[config.mk]
export PLATFORM = sky130hd
export DESIGN_NAME = dss_sequencer
export DESIGN_NICKNAME = d
export VERILOG_FILES = /design/src/core/dss_pkg.sv /design/src/core/dss_sequencer.sv
export SDC_FILE = /design/constraint.sdc
export NUM_CORES = 1
export LEC_CHECK = 0
export ABC_CLOCK_PERIOD_IN_PS = 6750
export BUFFER_PORTS_ARGS = -buffer_cell sky130_fd_sc_hd__buf_4
export CORE_MARGIN = 2
export CORE_UTILIZATION = 35
export CTS_CLUSTER_DIAMETER = 80
export DETAILED_ROUTE_END_ITERATION = 6
export PLACE_DENSITY = 0.6
export SETUP_SLACK_MARGIN = 0.3
export SYNTH_ARGS = -nofsm -noshare
export SYNTH_HDL_FRONTEND = slang
export SYNTH_SLANG_ARGS = --single-unit
[constraint.sdc]
create_clock -name clk_sys -period 6.75 [get_ports clk_sys]
set_clock_uncertainty 0.05 [all_clocks]
set_input_delay 1.35 -clock clk_sys [delete_from_list [all_inputs] [get_ports clk_sys]]
set_output_delay 1.35 -clock clk_sys [all_outputs]
set_load 0.05 [all_outputs]
[src/core/dss_pkg.sv]
// Constants, layouts and types shared by the start-up and sync sequencer
package dss_pkg;

    // =========================================================
    // Timing
    // =========================================================
    localparam int unsigned CLK_PERIOD_PS   = 25000;
    localparam int unsigned RESET_LOW_PS    = 25000;
    localparam int unsigned RESET_LOW_RAW   =
        (RESET_LOW_PS + CLK_PERIOD_PS - 1) / CLK_PERIOD_PS;
    localparam int unsigned RESET_LOW_CYC   =
        (RESET_LOW_RAW < 1) ? 1 : RESET_LOW_RAW;
    localparam int unsigned RESET_REC_CYC   = 8;
    localparam int unsigned LVDS_SETTLE_CYC = 16;
    localparam int unsigned SYNC_HIGH_CYC   = 4;

    // =========================================================
    // Device register addresses (serial interface)
    // =========================================================
    localparam logic [6:0] DEV_MAIN_CTRL   = 7'h00;
    localparam logic [6:0] DEV_CFG1        = 7'h01;
    localparam logic [6:0] DEV_ALARM_STAT  = 7'h05;
    localparam logic [6:0] DEV_CFG16       = 7'h10;
    localparam logic [6:0] DEV_PLL_CTRL    = 7'h18;
    localparam logic [6:0] DEV_CFG27       = 7'h1b;
    localparam logic [6:0] DEV_ALIGN_CTRL  = 7'h1f;
    localparam logic [6:0] DEV_ALIGN_SEL   = 7'h20;

    // Device field positions and codes
    localparam int unsigned CLKDIV_ENA_BIT  = 2;
    localparam int unsigned QUAD_BIT        = 8;
    localparam int unsigned DUALCH_LSB      = 12;
    localparam int unsigned FUSE_SLEEP_BIT  = 11;
    localparam int unsigned NDIV_SYNC_BIT   = 11;
    localparam int unsigned FIFOIN_LSB      = 12;
    localparam int unsigned FIFOOUT_LSB     = 8;
    localparam int unsigned FMT_LSB         = 2;
    localparam logic [1:0]  DUALCH_CODE     = 2'h3;
    localparam logic [3:0]  FIFO_SYNC_OFF   = 4'h0;
    localparam logic [1:0]  FMT_SYNC_OFF    = 2'h2;
    localparam logic [15:0] ALARM_CLEAR     = 16'h0000;

    // =========================================================
    // Controller register map (byte addresses)
    // =========================================================
    localparam logic [7:0] REG_CTRL   = 8'h00;
    localparam logic [7:0] REG_STATUS = 8'h04;
    localparam logic [7:0] REG_CFG0   = 8'h08;
    localparam logic [7:0] REG_CFG1   = 8'h0c;
    localparam logic [7:0] REG_CFG27  = 8'h10;
    localparam logic [7:0] REG_CFG31  = 8'h14;
    localparam logic [7:0] REG_CFG32  = 8'h18;
    localparam logic [7:0] REG_CFG24  = 8'h1c;
    localparam logic [7:0] REG_ALMRD  = 8'h20;
    localparam logic [7:0] REG_CFG16  = 8'h24;

    // Control register bits
    localparam int unsigned CTRL_START    = 0;
    localparam int unsigned CTRL_DUALSYNC = 1;
    localparam int unsigned CTRL_PLLSYNC  = 2;
    localparam int unsigned CTRL_DUALCH   = 3;
    localparam int unsigned CTRL_FIFOOFF  = 4;
    localparam int unsigned CTRL_STOP     = 5;

    // Reset values of the image registers
    localparam logic [15:0] RST_CFG0  = 16'h049c;
    localparam logic [15:0] RST_CFG1  = 16'h050e;
    localparam logic [15:0] RST_OTHER = 16'h0000;
    localparam logic [4:0]  RST_MODE  = 5'h00;

    // Access list indices
    localparam logic [3:0] IDX_FIRST    = 4'h0;
    localparam logic [3:0] IDX_RESYNC   = 4'h3;
    localparam logic [3:0] IDX_PROG_END = 4'h6;
    localparam logic [3:0] IDX_CLR      = 4'h7;
    localparam logic [3:0] IDX_READ     = 4'h8;
    localparam logic [3:0] IDX_DIS_END  = 4'hc;

    typedef struct packed {
        logic        rd;
        logic [6:0]  addr;
        logic [15:0] data;
    } dss_sif_cmd_t;

    typedef enum logic [9:0] {
        ST_IDLE  = 10'b0000000001,
        ST_RSTLO = 10'b0000000010,
        ST_RSTHI = 10'b0000000100,
        ST_PROG  = 10'b0000001000,
        ST_LVDS  = 10'b0000010000,
        ST_EDGE  = 10'b0000100000,
        ST_CHECK = 10'b0001000000,
        ST_DIS   = 10'b0010000000,
        ST_RUN   = 10'b0100000000,
        ST_FAIL  = 10'b1000000000
    } dss_state_t;

endpackage : dss_pkg

[src/core/dss_sequencer.sv]
// Host-side start-up, sync and transmit-enable sequencer for a quad DAC
// Notes on behaviour
// - Hold chip reset low at least 25 ns before any register programming.
// - After programming, set fuse sleep bit 11 of configuration register 27.
// - Dual channel: clear register 1 bit 8, write 11b to register 16 bits 13:12.
// - Set clock divider sync enable, register 0 bit 2, before sync pulses.
// - PLL multi-device sync: set register 24 bit 11 before sync.
// - Start all link signals together, then issue sync edges.
// - Single sync source mode uses one rising edge, not periodic sync.
// - Dual sync sources mode accepts single pulse or periodic sync.
// - In PLL mode the link sync input resets the PLL N-divider.
// - Single source mode: clear divider sync enable before transmitting.
// - Dual sources mode: divider sync enable may stay set.
// - Optionally zero FIFO pointer selects and set formatter select to 10b.
// - After initial sync, clear PLL N-divider sync enable bit.
// - Device outputs data only while transmission is enabled.
// - On alarm drop transmit gate and redo sync configuration onward.
// - Clear alarm status by writing zero, then read it back.
`timescale 1ns/1ps
`default_nettype none

module dss_sequencer #(
    parameter int unsigned SYNC_HIGH_CYC = dss_pkg::SYNC_HIGH_CYC
) (
    input  wire logic                  clk_sys,
    input  wire logic                  reset,
    input  wire logic                  ce,
    input  wire logic [7:0]            sw_addr,
    input  wire logic [15:0]           sw_wdata,
    input  wire logic                  sw_wr,
    input  wire logic                  sw_rd,
    output logic      [15:0]           sw_rdata,
    output dss_pkg::dss_sif_cmd_t      sif_cmd,
    output logic                       sif_valid,
    input  wire logic                  sif_done,
    input  wire logic [15:0]           sif_rdata,
    input  wire logic                  alarm_pin,
    output logic                       chip_reset_n,
    output logic                       link_run,
    output logic                       frame_strobe_lvds,
    output logic                       align_strobe_lvds,
    output logic                       tx_gate
);

    // =========================================================
    // Software registers
    // =========================================================
    logic [4:0]  mode_q;
    logic [15:0] cfg0_q, cfg1_q, cfg16_q, cfg24_q, cfg27_q, cfg31_q, cfg32_q;
    logic [15:0] alm_q;
    logic        done_q, fail_q;
    logic        start_w, stop_w;
    dss_pkg::dss_state_t state_q;

    wire dual_sync = mode_q[dss_pkg::CTRL_DUALSYNC-1];
    wire pll_sync  = mode_q[dss_pkg::CTRL_PLLSYNC-1];
    wire dual_ch   = mode_q[dss_pkg::CTRL_DUALCH-1];
    wire fifo_off  = mode_q[dss_pkg::CTRL_FIFOOFF-1];

    assign start_w = ce && sw_wr && sw_addr == dss_pkg::REG_CTRL
                     && sw_wdata[dss_pkg::CTRL_START];
    assign stop_w  = ce && sw_wr && sw_addr == dss_pkg::REG_CTRL
                     && sw_wdata[dss_pkg::CTRL_STOP];

    always_ff @(posedge clk_sys) begin
        if (reset) begin
            mode_q  <= dss_pkg::RST_MODE;
            cfg0_q  <= dss_pkg::RST_CFG0;
            cfg1_q  <= dss_pkg::RST_CFG1;
            cfg16_q <= dss_pkg::RST_OTHER;
            cfg24_q <= dss_pkg::RST_OTHER;
            cfg27_q <= dss_pkg::RST_OTHER;
            cfg31_q <= dss_pkg::RST_OTHER;
            cfg32_q <= dss_pkg::RST_OTHER;
        end else if (ce && sw_wr) begin
            case (sw_addr)
                dss_pkg::REG_CTRL:  mode_q  <= sw_wdata[5:1];
                dss_pkg::REG_CFG0:  cfg0_q  <= sw_wdata;
                dss_pkg::REG_CFG1:  cfg1_q  <= sw_wdata;
                dss_pkg::REG_CFG16: cfg16_q <= sw_wdata;
                dss_pkg::REG_CFG24: cfg24_q <= sw_wdata;
                dss_pkg::REG_CFG27: cfg27_q <= sw_wdata;
                dss_pkg::REG_CFG31: cfg31_q <= sw_wdata;
                dss_pkg::REG_CFG32: cfg32_q <= sw_wdata;
                default: ;
            endcase
        end
    end

    // Read data one cycle after the strobe; unmapped reads give zero
    always_ff @(posedge clk_sys) begin
        if (reset) begin
            sw_rdata <= 16'h0000;
        end else if (ce) begin
            sw_rdata <= 16'h0000;
            if (sw_rd) begin
                case (sw_addr)
                    dss_pkg::REG_CTRL:   sw_rdata <= {10'h000, mode_q, 1'b0};
                    dss_pkg::REG_STATUS: sw_rdata <= {state_q, 1'b0, tx_gate,
                                                      link_run, chip_reset_n,
                                                      fail_q, done_q};
                    dss_pkg::REG_CFG0:   sw_rdata <= cfg0_q;
                    dss_pkg::REG_CFG1:   sw_rdata <= cfg1_q;
                    dss_pkg::REG_CFG16:  sw_rdata <= cfg16_q;
                    dss_pkg::REG_CFG24:  sw_rdata <= cfg24_q;
                    dss_pkg::REG_CFG27:  sw_rdata <= cfg27_q;
                    dss_pkg::REG_CFG31:  sw_rdata <= cfg31_q;
                    dss_pkg::REG_CFG32:  sw_rdata <= cfg32_q;
                    dss_pkg::REG_ALMRD:  sw_rdata <= alm_q;
                    default:             sw_rdata <= 16'h0000;
                endcase
            end
        end
    end

    // =========================================================
    // Alarm pin synchroniser
    // =========================================================
    logic alarm_m_q, alarm_s_q;

    always_ff @(posedge clk_sys) begin
        if (reset) begin
            alarm_m_q <= 1'b0;
            alarm_s_q <= 1'b0;
        end else if (ce) begin
            alarm_m_q <= alarm_pin;
            alarm_s_q <= alarm_m_q;
        end
    end

    // =========================================================
    // Access list: what each step writes or reads
    // =========================================================
    logic [3:0] idx_q;
    dss_pkg::dss_sif_cmd_t entry;

    always_comb begin
        entry = '{rd: 1'b0, addr: dss_pkg::DEV_ALARM_STAT,
                  data: dss_pkg::ALARM_CLEAR};
        case (idx_q)
            4'h0: begin
                entry.addr = dss_pkg::DEV_CFG1;
                entry.data = cfg1_q;
                if (dual_ch)
                    entry.data[dss_pkg::QUAD_BIT] = 1'b0;
            end
            4'h1: begin
                entry.addr = dss_pkg::DEV_CFG16;
                entry.data = cfg16_q;
                if (dual_ch)
                    entry.data[dss_pkg::DUALCH_LSB +: 2] =
                        dss_pkg::DUALCH_CODE;
            end
            4'h2: begin
                entry.addr = dss_pkg::DEV_CFG27;
                entry.data = cfg27_q;
                entry.data[dss_pkg::FUSE_SLEEP_BIT] = 1'b1;
            end
            4'h3: begin
                entry.addr = dss_pkg::DEV_ALIGN_CTRL;
                entry.data = cfg31_q;
            end
            4'h4: begin
                entry.addr = dss_pkg::DEV_ALIGN_SEL;
                entry.data = cfg32_q;
            end
            4'h5: begin
                entry.addr = dss_pkg::DEV_MAIN_CTRL;
                entry.data = cfg0_q;
                entry.data[dss_pkg::CLKDIV_ENA_BIT] = 1'b1;
            end
            4'h6: begin
                entry.addr = dss_pkg::DEV_PLL_CTRL;
                entry.data = cfg24_q;
                entry.data[dss_pkg::NDIV_SYNC_BIT] = pll_sync;
            end
            4'h7: begin
                entry.addr = dss_pkg::DEV_ALARM_STAT;
                entry.data = dss_pkg::ALARM_CLEAR;
            end
            4'h8: begin
                entry.rd   = 1'b1;
                entry.addr = dss_pkg::DEV_ALARM_STAT;
            end
            4'h9: begin
                entry.addr = dss_pkg::DEV_MAIN_CTRL;
                entry.data = cfg0_q;
                entry.data[dss_pkg::CLKDIV_ENA_BIT] = dual_sync;
            end
            4'ha: begin
                entry.addr = dss_pkg::DEV_ALIGN_SEL;
                entry.data = cfg32_q;
                if (fifo_off) begin
                    entry.data[dss_pkg::FIFOIN_LSB +: 4] =
                        dss_pkg::FIFO_SYNC_OFF;
                    entry.data[dss_pkg::FIFOOUT_LSB +: 4] =
                        dss_pkg::FIFO_SYNC_OFF;
                end
            end
            4'hb: begin
                entry.addr = dss_pkg::DEV_ALIGN_CTRL;
                entry.data = cfg31_q;
                if (fifo_off)
                    entry.data[dss_pkg::FMT_LSB +: 2] =
                        dss_pkg::FMT_SYNC_OFF;
            end
            4'hc: begin
                entry.addr = dss_pkg::DEV_PLL_CTRL;
                entry.data = cfg24_q;
                entry.data[dss_pkg::NDIV_SYNC_BIT] = 1'b0;
            end
            default: ;
        endcase
    end

    // =========================================================
    // Sequencer
    // =========================================================
    logic [4:0] cnt_q;
    wire access_st = state_q == dss_pkg::ST_PROG
                  || state_q == dss_pkg::ST_CHECK
                  || state_q == dss_pkg::ST_DIS;

    always_ff @(posedge clk_sys) begin
        if (reset) begin
            state_q <= dss_pkg::ST_IDLE;
            idx_q   <= dss_pkg::IDX_FIRST;
            cnt_q   <= 5'h00;
        end else if (ce) begin
            cnt_q <= cnt_q + 5'h01;
            if (stop_w) begin
                state_q <= dss_pkg::ST_IDLE;
            end else begin
                case (state_q)
                    dss_pkg::ST_IDLE, dss_pkg::ST_FAIL: begin
                        cnt_q <= 5'h00;
                        idx_q <= dss_pkg::IDX_FIRST;
                        if (start_w)
                            state_q <= dss_pkg::ST_RSTLO;
                    end
                    dss_pkg::ST_RSTLO: begin
                        if (cnt_q == 5'(dss_pkg::RESET_LOW_CYC - 1)) begin
                            cnt_q   <= 5'h00;
                            state_q <= dss_pkg::ST_RSTHI;
                        end
                    end
                    dss_pkg::ST_RSTHI: begin
                        if (cnt_q == 5'(dss_pkg::RESET_REC_CYC - 1))
                            state_q <= dss_pkg::ST_PROG;
                    end
                    dss_pkg::ST_PROG: begin
                        if (sif_done) begin
                            idx_q <= idx_q + 4'h1;
                            if (idx_q == dss_pkg::IDX_PROG_END) begin
                                cnt_q   <= 5'h00;
                                state_q <= dss_pkg::ST_LVDS;
                            end
                        end
                    end
                    dss_pkg::ST_LVDS: begin
                        if (cnt_q == 5'(dss_pkg::LVDS_SETTLE_CYC - 1)) begin
                            cnt_q   <= 5'h00;
                            state_q <= dss_pkg::ST_EDGE;
                        end
                    end
                    dss_pkg::ST_EDGE: begin
                        if (cnt_q == 5'(SYNC_HIGH_CYC - 1))
                            state_q <= dss_pkg::ST_CHECK;
                    end
                    dss_pkg::ST_CHECK: begin
                        if (sif_done) begin
                            idx_q <= idx_q + 4'h1;
                            if (idx_q == dss_pkg::IDX_READ)
                                state_q <= (sif_rdata == 16'h0000)
                                         ? dss_pkg::ST_DIS
                                         : dss_pkg::ST_FAIL;
                        end
                    end
                    dss_pkg::ST_DIS: begin
                        if (sif_done) begin
                            idx_q <= idx_q + 4'h1;
                            if (idx_q == dss_pkg::IDX_DIS_END)
                                state_q <= dss_pkg::ST_RUN;
                        end
                    end
                    dss_pkg::ST_RUN: begin
                        if (alarm_s_q) begin
                            idx_q   <= dss_pkg::IDX_RESYNC;
                            state_q <= dss_pkg::ST_PROG;
                        end
                    end
                    default: state_q <= dss_pkg::ST_IDLE;
                endcase
            end
        end
    end

    // Captured alarm read-back and completion flags; set wins over clear
    always_ff @(posedge clk_sys) begin
        if (reset) begin
            alm_q  <= 16'h0000;
            done_q <= 1'b0;
            fail_q <= 1'b0;
        end else if (ce) begin
            if (start_w) begin
                done_q <= 1'b0;
                fail_q <= 1'b0;
            end
            if (state_q == dss_pkg::ST_CHECK && sif_done
                && idx_q == dss_pkg::IDX_READ) begin
                alm_q <= sif_rdata;
                if (sif_rdata != 16'h0000)
                    fail_q <= 1'b1;
            end
            if (state_q == dss_pkg::ST_DIS && sif_done
                && idx_q == dss_pkg::IDX_DIS_END)
                done_q <= 1'b1;
        end
    end

    // =========================================================
    // Pin and command outputs
    // =========================================================
    always_ff @(posedge clk_sys) begin
        if (reset) begin
            chip_reset_n      <= 1'b1;
            link_run          <= 1'b0;
            frame_strobe_lvds <= 1'b0;
            align_strobe_lvds <= 1'b0;
            tx_gate           <= 1'b0;
            sif_cmd           <= '0;
            sif_valid         <= 1'b0;
        end else if (ce) begin
            chip_reset_n      <= !(start_w && state_q inside
                                   {dss_pkg::ST_IDLE, dss_pkg::ST_FAIL})
                                 && !(state_q == dss_pkg::ST_RSTLO
                                      && cnt_q !=
                                      5'(dss_pkg::RESET_LOW_CYC - 1));
            link_run          <= !(state_q == dss_pkg::ST_IDLE
                                   || state_q == dss_pkg::ST_FAIL
                                   || state_q == dss_pkg::ST_RSTLO
                                   || state_q == dss_pkg::ST_RSTHI
                                   || stop_w);
            frame_strobe_lvds <= (state_q == dss_pkg::ST_LVDS
                                  && cnt_q == 5'(dss_pkg::LVDS_SETTLE_CYC - 1))
                              || (state_q == dss_pkg::ST_EDGE
                                  && cnt_q != 5'(SYNC_HIGH_CYC - 1));
            align_strobe_lvds <= (state_q == dss_pkg::ST_LVDS
                                  && cnt_q == 5'(dss_pkg::LVDS_SETTLE_CYC - 1))
                              || (state_q == dss_pkg::ST_EDGE
                                  && cnt_q != 5'(SYNC_HIGH_CYC - 1));
            tx_gate           <= (state_q == dss_pkg::ST_RUN && !alarm_s_q
                                  && !stop_w)
                              || (state_q == dss_pkg::ST_DIS && sif_done
                                  && idx_q == dss_pkg::IDX_DIS_END
                                  && !stop_w);
            sif_cmd           <= entry;
            sif_valid         <= access_st && !sif_done && !sif_valid
                                 && !stop_w
                              || (sif_valid && !sif_done && !stop_w);
        end
    end

endmodule : dss_sequencer

`default_nettype wire

==> impl_results.rst, run 1 <==
.. list-table::
   :header-rows: 1

   * - Metric
     - Value
   * - Remaining global-route overflow
     - 0
   * - Share of final-layout standard cells stronger than drive strength 1
     - 12.4%
   * - Signal arrival time at the worst endpoint
     - 4270 ps
   * - Fin. max-slew vios
     - 0
   * - TritonCTS buffer count
     - 17
   * - Synth Area in Simple Gates
     - 25.7%
   * - Number of inserted filler cells in the final layout
     - 2,724
   * - Post-synthesis cell count
     - 1,183
   * - Crit Path Max Fanout
     - 16
   * - CTS Sinks
     - 200
   * - Final Hold Viols
     - 0
   * - Top-Level Pins
     - 93
   * - Die Footprint
     - 28,200 um^2
   * - Least-Margin Pin Slew
     - 1290 ps
   * - Overall fraction of global-route tracks in use
     - 24.4%
   * - Register-to-register setup slack
     - 3910 ps
   * - Clock input transition at the sequential cells of the worst setup and hold paths
     - 80 ps
   * - Final period demand of the worst path
     - 3960 ps
   * - Post-route fraction of the period consumed by the critical path
     - 58.7%
   * - Buffer levels on the longest clock path
     - 2
   * - Outcome
     - completed
   * - Number of nets in the final layout
     - 1,256
   * - Final routed DRC violation total
     - 0
   * - Synth Area in XOR/XNOR
     - 0.372%
   * - Hold/Removal Path Class
     - register to register
   * - Setup-failing EPs final
     - 0
   * - Net switching share of the total power
     - 25.7%
   * - Post-cts gate resize count
     - 0
   * - Multiplexer share of the synthesized area
     - 2.23%
   * - Worst slew margin
     - 13.5%
   * - Launch point of the worst path
     - sw_addr[1]
   * - Areal power density over the cells
     - 220 nW/um^2
   * - Initial antenna violation count
     - 0
   * - Worst hold margin
     - 414 ps
   * - Average wire per standard cell
     - 22.6 um
   * - Worst reg2reg endpoint
     - sif_cmd[12]
   * - Worst-case vdd ir drop
     - 157 uV
   * - Number of violations reported at the end of detailed-routing iteration 0
     - 1,308
   * - Met2 layer wire length in the routed design
     - 16.0 mm
   * - Type of the setup path with the least slack
     - primary input to register
   * - Starting density of the core
     - 35.3%
   * - First-pass iteration count of the detailed router
     - 7
   * - Clock tree root driver cell
     - clkbuf_16
   * - RSZ-0062 raised after global routing
     - no
   * - Die X
     - 168 um
   * - Count of port buffers added during placement
     - 91
   * - Pin count of the biggest net entering global routing
     - 100
   * - Hold Path Cell Cnt
     - 2
   * - Uppermost signal routing layer after detailed routing
     - met4
   * - Clk_lat worst skew
     - 450 ps
   * - Standby leakage power
     - 3.82 nW
   * - Synth warn
     - 0
   * - Post-synthesis area per instance
     - 7.96 um^2
   * - Clock group share of total power
     - 43.2%
   * - Met3 wire length
     - 3.39 mm
   * - Estimated wirelength of the detail-placed design
     - 22.8 mm
   * - Height of the die
     - 168 um
   * - Diode count
     - 0
   * - Flip-flop cell with the highest count after synthesis
     - dfxtp_1
   * - Complex-gate fraction of the synthesized area
     - 23.1%
   * - Largest family of logic cells by synthesized area
     - simple AND/OR/NAND/NOR gates
   * - CTS tree
     - yes
   * - Count of unique library cells instantiated by Yosys
     - 73
   * - Startpoint of the worst register-to-register path
     - idx_q[2]
   * - Internal power
     - 1.76 mW
   * - Maximum clock rate
     - 0.253 GHz
   * - Antenna Nets Post-Route
     - 0
   * - Post-Layout Inst Area
     - 10,800 um^2
   * - Critical path destination
     - cfg16_q[15]
   * - Yosys reg bits
     - 200
   * - Core Footprint
     - 26,700 um^2
   * - Post-synthesis share of cell area spent on full adders, half adders and majority gates
     - 1.06%
   * - Mapped Nets
     - 1,238
   * - Total number of vias
     - 9,369
   * - Number of placement rows
     - 60
   * - Depth of the CTS H-tree
     - 4
   * - # Max-Cap Violations
     - 0
   * - Setup Total Neg Slack
     - 0 ps
   * - Post-DR vias/cell
     - 6.03
   * - Critical path data required time
     - 7060 ps
   * - Proportion of synthesized chip area in sequential cells
     - 42.5%
   * - Gp weighted congestion
     - 0.874
   * - Netlist area before placement
     - 9410 um^2
   * - Number of buffers inserted to repair setup after CTS
     - 0
   * - Total Wirelength
     - 35.1 mm
   * - Wire length of the first global-routing pass
     - 53.1 mm
   * - Async SR Flop Fraction
     - 0%
   * - P_sw
     - 0.610 mW
   * - Layout Area Growth over Synthesis
     - 14.7%
   * - Sequential share of power
     - 50.3%
   * - Count of hold-fix buffers inserted at cts
     - 0
   * - Routed length on met1
     - 14.3 mm
   * - Combinational Power Share
     - 6.5%
   * - Area post-placement
     - 10,200 um^2
   * - Worst r2r path cells
     - 6
   * - Sort of element at the start of the critical path
     - primary input
   * - Number of enable flip-flop cells after synthesis
     - 0
   * - Number of global-route vias before repair
     - 8,806
   * - Type of element capturing the critical path
     - register
## layer usage
metal | global-route usage, % | up-vias
met1 | 32.2 | 4426
met4 | 9.49 | 0
li1 | - | 4314
met5 | 0 | -
met3 | 4.91 | 97
met2 | 39.4 | 532
## cell families after synthesis
kind of cell,after synthesis
fa+ha+maj,8
xor+xnor,4
simple gates,514
flops,200
other cells,1
compound gates,319
buf+inv,116
mux,21
## synthesized netlist by cell type, drive strengths merged (8+ instances only)
cell type	number	area, um^2
a22oi	67	503
ha	8	100
clkbuf	86	328
nor2	67	251
inv	13	48.8
a21oi	122	611
a222oi	23	230
nand3b	14	105
nor4	14	109
mux2i	21	210
a221oi	23	201
nand3	42	215
nand4	14	103
nor3	12	60.1
a311oi	9	78.8
and2	10	62.6
nand2b	8	50.1
buf	17	92.6
a211oi	8	60.1
o21ai	27	135
nand2	280	1050
dfxtp	200	4000
## flip-flops by register name, summed over array words and instances, names as in the netlist
name / flops
sif_valid: 1
chip_reset_n: 1
cnt_q: 5
done_q: 1
idx_q: 4
cfg32_q: 16
cfg16_q: 16
cfg31_q: 16
tx_gate: 1
cfg24_q: 16
alarm_s_q: 1
link_run: 1
cfg0_q: 16
align_strobe_lvds: 1
mode_q: 5
sif_cmd: 23
state_q: 10
cfg1_q: 16
alarm_m_q: 1
alm_q: 16
fail_q: 1
sw_rdata: 16
cfg27_q: 16
## per-stage QoR
stage | total power [mW] | std cells | setup WS [ps] | util (%)
floorplan | 1.31 | 1183 | 3380 | -
global placement | 1.37 | 1523 | 2480 | 38.4
detailed placement | 1.37 | 1523 | 2500 | 38.4
CTS | 2.38 | 1554 | 2940 | 40.5
global route | 2.44 | 1554 | 2700 | 40.5
finish | 2.37 | 1554 | 2790 | 40.5
## how the worst min path moves through the flow
stage	startpoint	endpoint	slack, ps
final	sw_rdata[12]	sw_rdata[12]	410
after global placement	cfg24_q[11]	cfg24_q[11]	390
after detailed placement	cfg24_q[11]	cfg24_q[11]	400
after global routing	cfg27_q[11]	cfg27_q[11]	430
after floorplan	mode_q[4]	mode_q[4]	380
after CTS	cfg27_q[11]	cfg27_q[11]	410
## power by group through the flow
| stage | combinational (mW) | clock (mW) | sequential [mW] |
|---|---|---|---|
| after floorplan | 0.0658 | 0 | 1.24 |
| after global placement | 0.152 | 0 | 1.22 |
| after detailed placement | 0.152 | 0 | 1.22 |
| after CTS | 0.153 | 1.03 | 1.19 |
| after global routing | 0.162 | 1.08 | 1.20 |
| final | 0.154 | 1.03 | 1.19 |
## worst max-delay path, stage by stage
cell     delay [ps]
buf_4           120
or4b_1          570
nor2_1          680
buf_4           360
and2_1          850
nand2_1         130
a21oi_1         190
## layout make-up
class	instances	area, um^2	area share [%]
clock buffer	18	439	4.07
clock inverter	13	135	1.25
inverter	13	48.8	0.452
multi-input combinational	867	4970	46.1
sequential	200	4000	37.1
tap	341	427	3.95
timing repair buffer	102	769	7.13
## cells in the final DEF (no fill, tap or decap), types with 9 or more instances in the layout
cell type	synthesis	layout
nand2_1	280	280
dfxtp_1	200	200
a21oi_1	122	122
buf_4	2	101
a22oi_1	67	67
nor2_1	67	66
nand3_1	41	41
a222oi_1	23	23
a221oi_1	23	23
mux2i_1	21	21
clkbuf_16	0	17
o21ai_0	15	15
nand3b_1	14	14
inv_1	13	13
nand4_1	13	13
nor3_1	12	12
o21ai_1	12	12
nor4_1	12	12
and2_1	9	9
a311oi_1	9	9
Power figures use the tool's default switching activity.
==> inputs of run 2 (changes only) <==
Settings changed: ABC_CLOCK_PERIOD_IN_PS 6750 to 3700.
Clock period 6.75 ns to 3.7 ns, I/O delays scaled along.
==> run 2 against run 1 <==
The flow now finishes with violations (design-rule violations). Sequential share of layout area fell by 0.75 points. Final area rose by 2.1%. First-iteration DRC count rose by 14%. Sequential cell count did not move. Global-route usage rose by 0.26 points. Die area did not move. Routed wire length rose by 0.82%. Combinational power rose by 86%. Setup slack got worse by 1800 ps. Cell count rose by 1.7%. Sequential power rose by 83%. Critical path type is now register to register. Largest power group unchanged.
==> impl_results.rst, run 2 (same netlist as run 1, synthesis figures left out) <==
.. list-table::
   :header-rows: 1

   * - Metric
     - Value
   * - Signal arrival time at the worst endpoint
     - 3080 ps
   * - Gp weighted congestion
     - 0.909
   * - Antenna Nets Post-Route
     - 0
   * - CTS Sinks
     - 200
   * - Die X
     - 168 um
   * - Share of final-layout standard cells stronger than drive strength 1
     - 14.2%
   * - Overall fraction of global-route tracks in use
     - 24.7%
   * - Starting density of the core
     - 35.3%
   * - Type of element capturing the critical path
     - register
   * - Number of cells after detailed placement
     - 1,548
   * - Final period demand of the worst path
     - 2750 ps
   * - Max incr delay on CP
     - 870 ps
   * - Crit Path Max Fanout
     - 21
   * - Clock group share of total power
     - 44.3%
   * - CTS tree
     - yes
   * - Post-route insts no fill
     - 1,580
   * - Height of the die
     - 168 um
   * - Number of global-route vias before repair
     - 8,905
   * - Number of placement rows
     - 60
   * - Final core utilization
     - 41.4%
   * - Least-Margin Pin Slew
     - 1190 ps
   * - Final routed DRC violation total
     - 12
   * - Initial antenna violation count
     - 1
   * - Count of port buffers added during placement
     - 91
   * - Critical path destination
     - sif_cmd[9]
   * - Setup-failing EPs final
     - 0
   * - Setup Total Neg Slack
     - 0 ps
   * - Maximum clock rate
     - 0.364 GHz
   * - Final Hold Viols
     - 0
   * - Clock input transition at the sequential cells of the worst setup and hold paths
     - 80 ps
   * - Average wire per standard cell
     - 22.4 um
   * - Core Footprint
     - 26,700 um^2
   * - TritonCTS buffer count
     - 17
   * - Pin count of the biggest net entering global routing
     - 95
   * - Internal power
     - 3.28 mW
   * - Remaining global-route overflow
     - 0
   * - Estimated wirelength of the detail-placed design
     - 23.8 mm
   * - Register containing the most flip-flops in the final layout
     - sif_cmd
   * - Wire length of the first global-routing pass
     - 53.5 mm
   * - Type of the setup path with the least slack
     - register to register
   * - Post-DR vias/cell
     - 6.05
   * - Worst r2r path cells
     - 6
   * - P_sw
     - 1.15 mW
   * - Net switching share of the total power
     - 25.9%
   * - Sort of element at the start of the critical path
     - register
   * - Total Wirelength
     - 35.4 mm
   * - Combinational Power Share
     - 6.5%
   * - Post-route fraction of the period consumed by the critical path
     - 74.2%
   * - # Max-Cap Violations
     - 0
   * - Depth of the CTS H-tree
     - 4
   * - CP cell instances
     - a21boi_1 -> buf_4 -> a22oi_1 -> nand4_1 -> a22oi_1 -> nor2_1
   * - RSZ-0062 raised after global routing
     - no
   * - Hold/Removal Path Class
     - register to register
   * - Post-route total power
     - 4.43 mW
   * - Diode count
     - 0
   * - Post-Layout Inst Area
     - 11,000 um^2
   * - Failing checks
     - design-rule violations
   * - Critical-path cell with the highest stage delay
     - a21boi_1
   * - Clk_lat worst skew
     - 450 ps
   * - Area post-placement
     - 10,400 um^2
   * - Worst-case vdd ir drop
     - 345 uV
   * - Clock tree root driver cell
     - clkbuf_16
   * - Outcome
     - finished with violations
   * - Total number of vias
     - 9,553
   * - Worst reg2reg endpoint
     - sif_cmd[9]
   * - Standby leakage power
     - 3.96 nW
   * - Post-cts gate resize count
     - 0
   * - Areal power density over the cells
     - 402 nW/um^2
   * - Die Footprint
     - 28,200 um^2
   * - Commonest non-fill, non-tap cells in the layout
     - 280 x nand2_1, 200 x dfxtp_1, 125 x buf_4
   * - Number of violations reported at the end of detailed-routing iteration 0
     - 1,487
   * - Sequential share of power
     - 49.2%
   * - Most common cell after layout, fill and taps aside
     - nand2_1
   * - Number of buffers inserted to repair setup after CTS
     - 0
   * - Buffer levels on the longest clock path
     - 2
   * - Layout Area Growth over Synthesis
     - 17.1%
   * - Worst slew margin
     - 20.7%
   * - Max FFs per register
     - 23
   * - Critical path data required time
     - 4030 ps
   * - Number of nets in the final layout
     - 1,281
   * - Worst hold margin
     - 406 ps
   * - Top-Level Pins
     - 93
   * - Startpoint of the worst register-to-register path
     - idx_q[2]
   * - First-pass iteration count of the detailed router
     - 7
   * - Cell seen most often among critical-path stages
     - a22oi_1
   * - Launch point of the worst path
     - idx_q[2]
   * - Count of hold-fix buffers inserted at cts
     - 0
   * - Worst setup timing slack at the placement stage
     - 578 ps
   * - Setup WS post-layout
     - 955 ps
   * - Fin. max-slew vios
     - 0
   * - Register-to-register setup slack
     - 950 ps
-- run 2: cell types whose count changed in the layout (fill, tap and decap cells not counted), moves of 2 or more --
cell and delta:
buf_4 +24, clkinv_4 -2, clkinv_8 +2, inv_6 -2, nor3b_2 +2, nor3b_4 -2
-- run 2: metal layers --
metal	part of all wire [%]	vias up	track usage (%)	wire (um)
met2	46	506	39.5	16100
met4	3.3	0	10.0	1150
met1	43	4592	32.7	15000
li1	-	4373	-	-
met5	0	-	0	0
met3	8.6	82	4.84	3060
-- run 2: worst max-delay path: cells and delay by family (launching register included) --
family                 cells  cell delay, ps
flip-flops                 1             840
buffers and inverters      1             360
AO/OA/AOI/OAI              3            1060
AND/OR/NAND/NOR            2             370
-- run 2: cell type report --
cell class | count | area, um^2
clock buffers | 17 | 425
clock inverters | 15 | 186
fillers | 2700 | 15600
inverters | 13 | 48.8
multi-input cells | 867 | 4960
flip-flops and latches | 200 | 4000
well taps | 341 | 427
repair buffers | 127 | 970
-- run 2: how the worst min path moves through the flow --
stage / from / endpoint / cells after the start
2_1_floorplan: mode_q[4] / mode_q[4] / 2
3_3_place_gp: sw_rdata[15] / sw_rdata[15] / 2
4_1_cts: sw_rdata[12] / sw_rdata[12] / 2
5_1_grt: sw_rdata[12] / sw_rdata[12] / 2
6_report: sw_rdata[12] / sw_rdata[12] / 2
3_5_place_dp: sw_rdata[12] / sw_rdata[12] / 2
-- run 2: power groups by stage --
stage / Clock, mW / Combinational [mW] / Sequential (mW)
after detailed placement: 0 / 0.283 / 2.23
after floorplan: 0 / 0.120 / 2.27
after global routing: 2.06 / 0.304 / 2.18
final: 1.97 / 0.287 / 2.18
after global placement: 0 / 0.282 / 2.23
after CTS: 1.98 / 0.284 / 2.18
